File: src/include/swrb_pkg.sv
// Package for the serial read-back and pin control block.
// Assumes a 200 MHz system clock; the serial bus runs far slower.
package swrb_pkg;
   // Fixed upper five bits of the slave address
   localparam logic [4:0] ADDR_FIXED = 5'h0B;
   localparam logic [5:0] SUB_ZERO = 6'h00;
   // Sink-port sub-address codes
   localparam logic [1:0] PORT_ONE = 2'h1;
   localparam logic [1:0] PORT_TWO = 2'h2;
   localparam logic [7:0] PORT_RESET = 8'h00;
   localparam logic [3:0] BIT_LAST = 4'h7;
   localparam logic [3:0] BIT_COUNT = 4'h8;
   localparam int DEEMPH_DB = 3;
   // Synchronised serial pin levels
   typedef struct packed {
      logic scl;
      logic sda;
   } swrb_bus_t;
   // Link drive controls
   typedef struct packed {
      logic out_hiz;
      logic deemph_on;
   } swrb_link_t;
endpackage

File: src/rtl/swrb_sync.sv
// Three-stage synchroniser with agreement filter for one pin.
// Assumes the input is asynchronous to clk.
`timescale 1ns/100ps
module swrb_sync (
   input wire logic clk,
   input wire logic rst_b,
   input wire logic pin,
   output logic level
);
   logic [2:0] stage;
   logic [2:0] next_stage;
   logic next_level;

   // Shift in; accept a change when stages two and three agree
   always_comb begin
      next_stage = {stage[1:0], pin};
      next_level = (stage[2] == stage[1]) ? stage[2] : level;
   end

   // Registers, idle high as a released bus line
   always_ff @(posedge clk) begin
      if (!rst_b) begin
         stage <= 3'h7;
         level <= 1'h1;
      end else begin
         stage <= next_stage;
         level <= next_level;
      end
   end
endmodule

File: src/rtl/swrb_top.sv
// Serial control slave for sink-port register read-back, plus pin controls.
// Assumes open-drain bus lines resolved outside; pins are asynchronous.
//
// How it works
// The two low address bits come from the two strap pins.
// The first phase writes a sub-address of six zeros and a port select, acked, then stop.
// The port select code picks one sink-port register at a time.
// The second phase readdresses the device with the read bit set, and it is acked.
// The device then sends the chosen register's current value, MSB first.
// The master answers the byte with a not-acknowledge and a stop.
// With both supplies present, outputs go high impedance while the enable pin is high.
// The de-emphasis pin turns on 3dB output pre-conditioning.
// Dual-link use needs out A selects low/high and equal out B selects.
// Only one register is accessed per transaction; no multi-byte transfers.
// The port selected in the first phase is kept across the stop for the read.
`timescale 1ns/100ps
module swrb_top (
   input wire logic clk,
   input wire logic rst_b,
   input wire logic scl_in,
   input wire logic sda_in,
   output logic sda_out,
   output logic sda_oe,
   input wire logic addr_strap_hi,
   input wire logic addr_strap_lo,
   input wire logic [7:0] sink_reg_one,
   input wire logic [7:0] sink_reg_two,
   input wire logic oe_b,
   input wire logic vcc_ok,
   input wire logic term_ok,
   input wire logic deemph_sel,
   input wire logic out_a_select_hi,
   input wire logic out_a_select_lo,
   input wire logic out_b_select_hi,
   input wire logic out_b_select_lo,
   output swrb_pkg::swrb_link_t link_ctl,
   output logic dual_link_ok,
   output logic [1:0] port_sel
);
   typedef enum logic [6:0] {
      ST_IDLE = 7'h01,
      ST_ADDR = 7'h02,
      ST_AACK = 7'h04,
      ST_SUB = 7'h08,
      ST_SACK = 7'h10,
      ST_SEND = 7'h20,
      ST_MACK = 7'h40
   } swrb_state_t;

   swrb_pkg::swrb_bus_t bus;
   swrb_pkg::swrb_bus_t bus_d;
   logic scl_lvl;
   logic sda_lvl;
   logic oe_b_lvl;
   logic pre_lvl;
   logic pwr_lvl;
   logic a_hi_lvl;
   logic a_lo_lvl;
   logic b_hi_lvl;
   logic b_lo_lvl;
   swrb_state_t state;
   swrb_state_t next_state;
   logic [3:0] bit_cnt;
   logic [3:0] next_bit_cnt;
   logic [7:0] shreg;
   logic [7:0] next_shreg;
   logic [1:0] next_port_sel;
   logic rd_mode;
   logic next_rd_mode;
   logic next_sda_out;
   logic next_sda_oe;
   swrb_pkg::swrb_link_t next_link_ctl;
   logic next_dual_link_ok;
   logic start_det;
   logic stop_det;
   logic scl_rise;
   logic scl_fall;
   logic [6:0] my_addr;
   logic [7:0] sel_data;

   // Pin synchronisers for the bus, enable and select controls
   swrb_sync u_sync_scl (.clk(clk), .rst_b(rst_b), .pin(scl_in), .level(scl_lvl));
   swrb_sync u_sync_sda (.clk(clk), .rst_b(rst_b), .pin(sda_in), .level(sda_lvl));
   swrb_sync u_sync_oe (.clk(clk), .rst_b(rst_b), .pin(oe_b), .level(oe_b_lvl));
   swrb_sync u_sync_pre (.clk(clk), .rst_b(rst_b), .pin(deemph_sel), .level(pre_lvl));
   swrb_sync u_sync_pwr (.clk(clk), .rst_b(rst_b), .pin(vcc_ok & term_ok),
      .level(pwr_lvl));
   swrb_sync u_sync_ahi (.clk(clk), .rst_b(rst_b), .pin(out_a_select_hi), .level(a_hi_lvl));
   swrb_sync u_sync_alo (.clk(clk), .rst_b(rst_b), .pin(out_a_select_lo), .level(a_lo_lvl));
   swrb_sync u_sync_bhi (.clk(clk), .rst_b(rst_b), .pin(out_b_select_hi), .level(b_hi_lvl));
   swrb_sync u_sync_blo (.clk(clk), .rst_b(rst_b), .pin(out_b_select_lo), .level(b_lo_lvl));

   // Bus events from filtered levels
   always_comb begin
      bus.scl = scl_lvl; // One driver for the whole bus struct
      bus.sda = sda_lvl;
      start_det = bus_d.sda && !bus.sda && bus.scl && bus_d.scl;
      stop_det = !bus_d.sda && bus.sda && bus.scl && bus_d.scl;
      scl_rise = !bus_d.scl && bus.scl;
      scl_fall = bus_d.scl && !bus.scl;
      my_addr = {swrb_pkg::ADDR_FIXED, addr_strap_hi, addr_strap_lo};
      // One register per selection code
      if (port_sel == swrb_pkg::PORT_TWO) begin
         sel_data = sink_reg_two;
      end else begin
         sel_data = sink_reg_one;
      end
   end

   // Transaction sequencer
   always_comb begin
      next_state = state;
      next_bit_cnt = bit_cnt;
      next_shreg = shreg;
      next_port_sel = port_sel;
      next_rd_mode = rd_mode;
      next_sda_out = 1'h0;
      next_sda_oe = sda_oe;
      if (stop_det) begin
         next_state = ST_IDLE;
         next_sda_oe = 1'h0;
      end else if (start_det) begin
         next_state = ST_ADDR;
         next_bit_cnt = '0;
         next_sda_oe = 1'h0;
      end else begin
         case (state)
            ST_IDLE: begin
               next_sda_oe = 1'h0;
            end
            ST_ADDR: begin
               if (scl_rise) begin
                  next_shreg = {shreg[6:0], bus.sda};
                  next_bit_cnt = bit_cnt + 4'h1;
               end else if (scl_fall && bit_cnt == swrb_pkg::BIT_COUNT) begin
                  if (shreg[7:1] == my_addr) begin
                     next_rd_mode = shreg[0];
                     next_sda_oe = 1'h1;
                     next_state = ST_AACK;
                  end else begin
                     next_state = ST_IDLE;
                  end
               end
            end
            ST_AACK: begin
               if (scl_fall) begin
                  next_bit_cnt = '0;
                  if (rd_mode) begin
                     next_shreg = {sel_data[6:0], 1'h0};
                     next_sda_oe = !sel_data[7];
                     next_state = ST_SEND;
                  end else begin
                     next_sda_oe = 1'h0;
                     next_state = ST_SUB;
                  end
               end
            end
            ST_SUB: begin
               if (scl_rise) begin
                  next_shreg = {shreg[6:0], bus.sda};
                  next_bit_cnt = bit_cnt + 4'h1;
               end else if (scl_fall && bit_cnt == swrb_pkg::BIT_COUNT) begin
                  // Only a valid sink-port code is acked
                  if (shreg[7:2] == swrb_pkg::SUB_ZERO && (shreg[1:0] ==
                     swrb_pkg::PORT_ONE || shreg[1:0] == swrb_pkg::PORT_TWO)) begin
                     next_port_sel = shreg[1:0];
                     next_sda_oe = 1'h1;
                     next_state = ST_SACK;
                  end else begin
                     next_state = ST_IDLE;
                  end
               end
            end
            ST_SACK: begin
               if (scl_fall) begin
                  next_sda_oe = 1'h0;
                  next_state = ST_IDLE;
               end
            end
            ST_SEND: begin
               if (scl_fall) begin
                  if (bit_cnt == swrb_pkg::BIT_LAST) begin
                     next_sda_oe = 1'h0;
                     next_state = ST_MACK;
                  end else begin
                     next_bit_cnt = bit_cnt + 4'h1;
                     next_sda_oe = !shreg[7];
                     next_shreg = {shreg[6:0], 1'h0};
                  end
               end
            end
            ST_MACK: begin
               // One byte only; any answer ends the data phase
               if (scl_fall) begin
                  next_state = ST_IDLE;
               end
            end
            default: begin
               next_state = ST_IDLE;
            end
         endcase
      end
      // Pin controls for the link drivers
      next_link_ctl.out_hiz = pwr_lvl && oe_b_lvl;
      next_link_ctl.deemph_on = pre_lvl;
      next_dual_link_ok = !a_hi_lvl && a_lo_lvl && (b_hi_lvl == b_lo_lvl);
   end

   // State registers
   always_ff @(posedge clk) begin
      if (!rst_b) begin
         bus_d <= '1;
         state <= ST_IDLE;
         bit_cnt <= '0;
         shreg <= '0;
         port_sel <= swrb_pkg::PORT_ONE;
         rd_mode <= 1'h0;
         sda_out <= 1'h0;
         sda_oe <= 1'h0;
         link_ctl <= '0;
         dual_link_ok <= 1'h0;
      end else begin
         bus_d <= bus;
         state <= next_state;
         bit_cnt <= next_bit_cnt;
         shreg <= next_shreg;
         port_sel <= next_port_sel;
         rd_mode <= next_rd_mode;
         sda_out <= next_sda_out;
         sda_oe <= next_sda_oe;
         link_ctl <= next_link_ctl;
         dual_link_ok <= next_dual_link_ok;
      end
   end
endmodule

File: config.mk
export PLATFORM = sky130hd
export DESIGN_NAME = swrb_top
export DESIGN_NICKNAME = d
export VERILOG_FILES = /design/src/include/swrb_pkg.sv /design/src/rtl/swrb_sync.sv /design/src/rtl/swrb_top.sv
export SDC_FILE = /design/constraint.sdc
export NUM_CORES = 1
export LEC_CHECK = 0
export BUFFER_PORTS_ARGS = -buffer_cell sky130_fd_sc_hd__buf_4
export CAP_MARGIN = 20
export CORE_ASPECT_RATIO = 1.1
export CORE_MARGIN = 1
export CORE_UTILIZATION = 40
export CTS_BUF_LIST = sky130_fd_sc_hd__clkbuf_16
export CTS_CLUSTER_SIZE = 14
export DETAILED_ROUTE_END_ITERATION = 8
export RECOVER_POWER = 100
export SYNTH_ARGS = -nofsm -noshare
export SYNTH_HDL_FRONTEND = slang
export SYNTH_HIERARCHICAL = 1
export SYNTH_SLANG_ARGS = --single-unit
File: constraint.sdc
create_clock -name clk -period 3 [get_ports clk]
set_input_delay 0.3 -clock clk [delete_from_list [all_inputs] [get_ports clk]]
set_output_delay 0.3 -clock clk [all_outputs]
set_load 0.01 [all_outputs]
Word-level counts from Yosys, hierarchy flattened
Cells that the tools add are included.
W data, S select, Z words.
{"block": "word_totals", "output_inout_bits": 7, "word_cells": 159, "latchBits": 0, "input_bits": 30, "memories": 0, "mem_bits_rw": 0, "ff_bits": 64, "mem_bits_ro": 0}
{"block": "classes", "n_reduce_logical": 36, "bitwise": 6, "magnitude_cmp": 0, "n_addsub": 1, "n_mux": 38, "n_shift": 0, "n_mul": 0, "n_div": 0, "eq_ne": 48}
{"cell": "$mux W7", "count": 8}
{"cell": "$mux W8", "count": 6}
{"cell": "$pmux W7 S6", "count": 1}
{"cell": "$ne A2 B2 Y1 const B", "count": 13}
{"cell": "$ne A3 B3 Y1 const B", "count": 8}
{"cell": "$pmux W8 S3", "count": 1}
{"cell": "$mux W4", "count": 5}
{"cell": "$reduce_and A6 Y1", "count": 3}
{"cell": "$reduce_and A9 Y1", "count": 2}
{"cell": "$logic_and A1 B1 Y1", "count": 13}
{"cell": "$pmux W4 S3", "count": 1}
{"cell": "$mux W1", "count": 11}
{"cell": "$eq A1 B1 Y1", "count": 10}
{"cell": "$reduce_and A10 Y1", "count": 1}
{"cell": "$reduce_and A8 Y1", "count": 1}
{"cell": "$eq A7 B1 Y1 const B", "count": 1}
{"cell": "$eq A7 B2 Y1 const B", "count": 1}
{"cell": "$eq A7 B3 Y1 const B", "count": 1}
{"cell": "$eq A7 B4 Y1 const B", "count": 1}
{"cell": "$eq A7 B5 Y1 const B", "count": 1}
{"cell": "$eq A7 B6 Y1", "count": 1}
{"cell": "$eq A7 B6 Y1 const B", "count": 1}
{"cell": "$eq A7 B7 Y1 const B", "count": 1}
{"cell": "$logic_not A1 Y1", "count": 7}
{"cell": "21 further kinds", "count": 30}

Depth between registers and ports, before layout
Gate-level depths: netlist of the first run.
{"block": "logic_depth", "ltp_word": 8, "mapped_depth": 8, "mapped_depth_nobuf": 6}

Modules after synthesis
Netlist of the first run, hierarchy kept.
{"module": "swrb_top", "cells_per_inst": 207, "area_per_inst_um2": 1734.2, "n_inst": 1, "seq_area_each_um2": 560.5}
{"module": "swrb_sync", "cells_per_inst": 10, "area_per_inst_um2": 112.6, "n_inst": 9, "seq_area_each_um2": 80.1}

Worst setup path after synthesis of the first run
Ideal clock, no wire load.
{"block": "synth_path", "path_kind": "flip-flop to flip-flop", "start": "register state[1]", "end": "register bit_cnt[3]", "arrival_ns": 2.056, "stages_incl_launch_ff": 8, "t_required_ns": 2.930, "path_slack_ns": 0.874, "period_less_slack_ns": 2.126, "setup_time_ns": 0.070, "n_path_buf": 2, "path_cell_list": "dfxtp_1 > buf_6 > or4_4 > buf_6 > nor4b_4 > o21ai_2 > or4_1 > a21oi_1"}
{"block": "synth_between", "elab_chain_len": 4, "word_cells_on_any_way": 13, "cone_classes": "eq/ne: 8; mux: 2; reduce/logical: 3"}
{"element": "start, declared", "line": "swrb_top.sv:61", "text": "swrb_state_t state;"}
{"element": "start signal, assigned", "line": "swrb_top.sv:224", "text": "state <= next_state;"}
{"element": "$eq A7 B4 Y1 / $eq A7 B2 Y1 (equally long branches)", "line": "swrb_top.sv:127", "text": "case (state)"}
{"element": "$reduce_or A2 Y1 (no line)"}
{"element": "$ne A3 B1 Y1 (no line), or another cell as far along"}
{"element": "$reduce_and A6 Y1 (no line) / $mux W4 (equally long branches)"}
{"element": "end signal, assigned", "line": "swrb_top.sv:225", "text": "bit_cnt <= next_bit_cnt;"}
{"element": "end, declared", "line": "swrb_top.sv:63", "text": "logic [3:0] bit_cnt;"}
Several ways; a longest one is shown, not always the timed one.
A chain may end at the register's enable or synchronous reset.

Worst setup path after layout of the first run
{"block": "layout_path", "start": "register state[1]", "end": "register state[5]"}
{"block": "layout_between", "elab_chain_len": 4, "word_cells_on_any_way": 19, "cone_classes": "eq/ne: 15; mux: 1; bitwise: 1; reduce/logical: 2"}
{"element": "$eq A7 B7 Y1 / $eq A7 B5 Y1 (equally long branches)", "line": "swrb_top.sv:127"}
{"element": "$reduce_or A2 Y1 (no line)"}
{"element": "$ne A2 B1 Y1 (no line)"}
{"element": "$reduce_and A9 Y1 (no line)"}
Several ways; a longest one is shown, not always the timed one.

==> results of run 1 <==
synth_stat cells, drive strengths merged, types with 2 or more instances:
| library cell | instances | share of area |
|---|---|---|
| nor3 | 6 | 0.011 |
| a21oi | 18 | 0.033 |
| nand2b | 32 | 0.073 |
| clkbuf | 5 | 0.0068 |
| o211ai | 3 | 0.010 |
| and2 | 4 | 0.0091 |
| and3 | 4 | 0.0091 |
| xor2 | 3 | 0.0096 |
| a21boi | 8 | 0.022 |
| nand4b | 3 | 0.0096 |
| a211o | 7 | 0.022 |
| nor4b | 2 | 0.012 |
| buf | 4 | 0.013 |
| o21ai | 19 | 0.036 |
| nor2 | 25 | 0.034 |
| nand3 | 14 | 0.026 |
| or4 | 2 | 0.0068 |
| ha | 2 | 0.0091 |
| a221oi | 2 | 0.0064 |
| nand4 | 2 | 0.0046 |
| inv | 6 | 0.0082 |
| nor4 | 4 | 0.0091 |
| dfxtp | 64 | 0.47 |
| nand2 | 18 | 0.025 |
| xnor2 | 4 | 0.013 |
| a31oi | 2 | 0.0046 |
| mux2i | 11 | 0.040 |
| nor2b | 6 | 0.014 |
area by class of cell:
| cell class | count | area share |
|---|---|---|
| Clock buffer | 9 | 0.0674 |
| Clock inverter | 6 | 0.0255 |
| Inverter | 6 | 0.00674 |
| Multi-Input combinational cell | 218 | 0.407 |
| Sequential cell | 64 | 0.384 |
| Tap cell | 82 | 0.0307 |
| Timing Repair Buffer | 38 | 0.0787 |
kinds of logic (layout without fill, tap and decap cells):
family	after synthesis	in the layout	synth area share
mux	11	11	0.0401
flops	64	64	0.466
other cells	1	1	0.00136
buf+inv	15	59	0.0278
xor+xnor	7	7	0.0223
fa+ha+maj	2	2	0.00911
compound gates	69	69	0.172
simple gates	128	128	0.261
layer usage:
layer,vias up,wire (um)
li1,1136,-
met3,4,273
met2,48,2590
met4,0,48
met1,1024,2710
met5,-,0
through the flow:
stage	power, mW	instance area, um2
floorplan	0.920	2750
global placement	0.961	3080
detailed placement	0.962	3080
CTS	2.05	3390
global route	2.09	3340
finish	2.02	3340
power breakdown:
part | switching, mW | internal [mW]
combinational | 0.0267 | 0.0399
sequential | 0.00675 | 0.868
clock | 0.358 | 0.718
worst paths after layout:
path	from	end	slack [ns]	depth (start not counted)
max	state[1]	state[5]	0.52	5
min	scl_in	u_sync_scl/stage[0]	0.16	2
max reg2reg	state[1]	state[5]	0.52	5
min reg2reg	u_sync_sda/stage[0]	u_sync_sda/stage[1]	0.40	1
==> metrics.md, run 1 <==
| Metric | Value |
|---|---|
| Status | `completed` |
| CP max FO | `8` |
| Post-Syn Nets | `329` |
| First-pass GRT wire length | `just over 9000 um` |
| WL/cell | `roughly 13 um` |
| Die area | `a little over 7000 um2` |
| Ant diodes | `0` |
| VDD IR max | `0.413 mV` |
| Clock transition at path regs | `about 0.050 ns` |
| Buf/Inv on CP | `0` |
| Vias | `2212` |
| Data required time of the worst path | `3.24 ns` |
| Detailed Route Iter0 Violations | `92` |
| CTS tree | `yes` |
| H-tree depth | `3` |
| Pwr Density | `604 nW/um2` |
| Tcrit/Tclk final | `0.828` |
| Max-slew headroom | `0.241` |
| TNS Setup | `0 ns` |
| Fillers | `647` |
| Max Fclk | `between 0.4 and 0.5 GHz` |
| Worst-Margin Slew | `1.13 ns` |
| Most common cell after layout, fill and taps aside | `dfxtp_1` |
| Met3 usage | `0.0551` |
| Worst setup SP type | `flop` |
| Final setup viols | `0` |
| Drc violations | `0` |
| Area Overhead vs Synth | `21.5%` |
| Total gr overflow | `0` |
| Post-route insts no fill | `423` |
| Rows | `31` |
| Total area of multi-input combinational cells | `1360 um2` |
| Skew-Pair Late Insertion Delay | `0.32 ns` |
| Sequential Area | `around 1300 um2` |
| Avg Cell Area, Syn | `9.25 um2` |
| Die height | `88.9 um` |
| Mapped Area | `2750 um2` |
| Post-route ant nets | `0` |
| PostCTS Resize Cnt | `0` |
| Max cap viols | `0` |
| GPL Wtd Cong | `around 0.86` |
| Total Wirelength | `5620 um` |
| Ys async rst share | `0` |
| Clock Path Buffers | `2` |
| Largest reg by FF count | `shreg` |
| Synth cell types | `52` |
| Clock sinks | `between 60 and 70` |
| Top_reg_cell synth | `dfxtp_1` |
| Busiest layer in global routing | `met2` |
| Cts bufs inserted | `9` |
| Register area share after synthesis | `0.466` |
| Largest net degree at the start of global routing | `57` |
| GRT met2 Usage | `0.272` |
| Hold/Removal Path Class | `in -> reg` |
| Kind of end point of the critical path | `flop` |
| Vias per cell | `approximately 5.2` |
| Fin Clk Skew | `roughly 0.0033 ns` |
| Seq cells post-synth | `between 60 and 70` |
| Max reg flops | `8` |
| IO Count | `37` |
| Hold WS | `~0.16 ns` |
| Final Hold Fails | `0` |
| Kind of critical path | `reg -> reg` |
| Leak | `1.21 nW` |
| Fin worst setup slack | `between 0.5 and 0.6 ns` |
| Inst Count DP | `408` |
| Setup Buffers After CTS | `0` |
| Vias in the first global route | `1999` |
| HPWL Detailed | `3780 um` |
| DP Worst Slack | `~0.86 ns` |
| Top flop regs | `shreg x8, state x7, bit_cnt x4` |
| Most frequent cells in the layout | `dfxtp_1, nand2b_1, buf_4` |
| CP max-delay cell | `or4_1` |
| Initial Utilization | `0.417` |
| Final Max Tran Viols | `0` |
| Die width | `81.0 um` |
| Core Region | `6590 um2` |
| RSZ-0062 raised after global routing | `false` |
| Post-Syn Instances | `297` |
| Crit path time final | `2.48 ns` |
| Top Family by Delay on Critical Path | `simple AND/OR/NAND/NOR gates` |
| Max stage delay on crit path | `around 0.70 ns` |
| Crit path DAT | `2.73 ns` |
| Crit path cell chain | `or4_1 > or3_1 > o2bb2ai_1 > o21ai_0 > a21oi_1` |
| Gr usage total | `0.172` |
| GR Util met1 | `0.213` |
| Total number of yosys warnings | `6` |
| Pre-antenna DRT Iters | `4` |
| IO Port Bufs | `35` |
| Post-synth EDFFs | `0` |
| Share of layout cells above drive strength 1 | `0.144` |
| Final nets | `~370` |
| Clock root buffer | `clkbuf_16` |
| Final core occ | `0.506` |
| Initial antenna violation count | `0` |
| CTS Hold Buffers Added | `0` |
Note: power is estimated with default switching activity, not from simulation.
==> run 2: changes to the inputs <==
- clock period: 3 -> 2.1 ns (I/O delays scaled with it)
==> run 2 against run 1 <==
Net effect: core utilization rose by 2.4 points; worst hold slack lost 0.094 ns; clock power increased by 34%; maximum frequency increased by 23%; critical endpoint is now sda_oe.
==> metrics.md, run 2 (synthesis results as in run 1) <==
| Metric | Value |
|---|---|
| Max stage delay on crit path | `0.60 ns (-0.10 ns)` |
| Tcrit/Tclk final | `0.964 (+0.136)` |
| Hold WS | `0.0662 ns (-0.0942 ns)` |
| Status | `completed` |
| Max reg flops | `8 (unchanged)` |
| Initial Utilization | `0.417 (unchanged)` |
| Largest reg by FF count | `shreg` |
| Most common cell after layout, fill and taps aside | `dfxtp_1` |
| Buf/Inv on CP | `0 (unchanged)` |
| Pre-antenna DRT Iters | `4 (unchanged)` |
| Largest net degree at the start of global routing | `35 (-39%)` |
| IO Count | `37 (unchanged)` |
| Crit path DAT | `2.25 ns (-0.48 ns)` |
| IO Port Bufs | `35 (unchanged)` |
| Die area | `7200 um2 (unchanged)` |
| HPWL Detailed | `4160 um (+10%)` |
| Gr usage total | `0.180 (+0.00829)` |
| Vias per cell | `5.22 (-0.20%)` |
| Post-route insts no fill | `439 (+3.8%)` |
| CP max FO | `7 (-1)` |
| Max cap viols | `0 (unchanged)` |
| Leak | `1.30 nW (+6.9%)` |
| Worst setup SP type | `flop` |
| RSZ-0062 raised after global routing | `true` |
| Die height | `88.9 um (unchanged)` |
| Most frequent cells in the layout | `dfxtp_1, buf_4, nand2b_1` |
| CP max-delay cell | `or4_4` |
| Total Wirelength | `5860 um (+4.3%)` |
| Share of layout cells above drive strength 1 | `0.199 (+0.0552)` |
| Final nets | `384 (+4.1%)` |
| Clock transition at path regs | `0.06 ns (about the same)` |
| Post-route ant nets | `0 (unchanged)` |
| Pwr Total | `2.80 mW (+39%)` |
| TNS Setup | `0 ns (unchanged)` |
| H-tree depth | `3 (unchanged)` |
| Detailed Route Iter0 Violations | `81 (-12%)` |
| Crit path cell chain | `or4_4 > or3_4 > a2bb2oi_2 > and2_1 > a221oi_1` |
| Clock sinks | `64 (unchanged)` |
| VDD IR max | `0.647 mV (+57%)` |
| Crit path time final | `2.02 ns (-0.459 ns)` |
| Total gr overflow | `0 (unchanged)` |
| Rows | `31 (unchanged)` |
| Area Overhead vs Synth | `27.2%` |
| Die width | `81.0 um (unchanged)` |
| Cts bufs inserted | `9 (unchanged)` |
| Top flop regs | `shreg x8, state x7, bit_cnt x4` |
| Clock root buffer | `clkbuf_16` |
| First-pass GRT wire length | `9750 um (+6.2%)` |
| Final setup viols | `0 (unchanged)` |
| Inst Count DP | `420 (+2.9%)` |
| Top Family by Delay on Critical Path | `simple AND/OR/NAND/NOR gates` |
| Pwr Density | `802 nW/um2 (+33%)` |
| Vias in the first global route | `2156 (+7.9%)` |
| Final Hold Fails | `0 (unchanged)` |
| Data required time of the worst path | `2.33 ns (-0.91 ns)` |
| Kind of critical path | `reg -> reg` |
| Skew-Pair Late Insertion Delay | `0.32 ns (about the same)` |
| GPL Wtd Cong | `0.880 (+1.8%)` |
| Kind of end point of the critical path | `flop` |
| Fin Clk Skew | `0.00594 ns (+0.00261 ns)` |
| Ant diodes | `0 (unchanged)` |
| Clock Path Buffers | `2 (unchanged)` |
| Core Region | `6590 um2 (unchanged)` |
| CTS tree | `yes` |
| Final Max Tran Viols | `0 (unchanged)` |
| Hold/Removal Path Class | `in -> reg` |
| Final core occ | `0.530 (+0.0235)` |
| Initial antenna violation count | `0 (unchanged)` |
| Vias | `2291 (+3.6%)` |
| WL/cell | `13.4 um (+0.52%)` |
| Drc violations | `0 (unchanged)` |
| Max Fclk | `0.494 GHz (+23%)` |
[run 2: final cells by class]
class | count | area, um2
Fill cell | 620 | 3100
Multi-Input combinational cell | 218 | 1410
Sequential cell | 64 | 1280
Timing Repair Buffer | 53 | 379
Clock buffer | 9 | 225
Tap cell | 82 | 103
Clock inverter | 7 | 72.6
Inverter | 6 | 22.5
[run 2: report_power, final]
group	total (mW)	switching (mW)	internal, mW
registers	1.25	0.00918	1.24
clock network	1.45	0.537	0.916
logic	0.0999	0.0400	0.0599
total	2.80	0.586	2.22
[run 2: through the flow]
| step | worst slack [ns] | area [um2] |
|---|---|---|
| CTS | 0.00481 | 3480 |
| finish | 0.0754 | 3490 |
| floorplan | -0.00741 | 2750 |
| detailed placement | -0.0120 | 3170 |
| global route | -0.00224 | 3490 |
| global placement | 0.0459 | 3170 |
[run 2: final timing paths]
path         slack, ns  depth (start not counted)                 from                  end
max               0.08                          5             state[6]               sda_oe
min               0.07                          2      out_a_select_hi  u_sync_ahi/stage[0]
max reg2reg       0.08                          5             state[6]               sda_oe
min reg2reg       0.41                          1  u_sync_scl/stage[0]  u_sync_scl/stage[1]
[run 2: what timing repair did]
| item | 4_1_cts | 5_1_grt |
|---|---|---|
| setup buffers | 0 | 3 |
| pin swaps | 0 | 2 |
| hold buffers | 0 | 0 |
| setup endpoints to repair | 6 | 6 |
| gates resized for setup | 1 | 4 |
[run 2: per-layer routing]
layer  global-route usage  up-vias  routed length [um]
met1                0.220     1064                2720
li1                     -     1171                   -
met2                0.290       43                2800
met5                    0        -                   0
met4                0.117        0                 137
met3               0.0367       13                 195
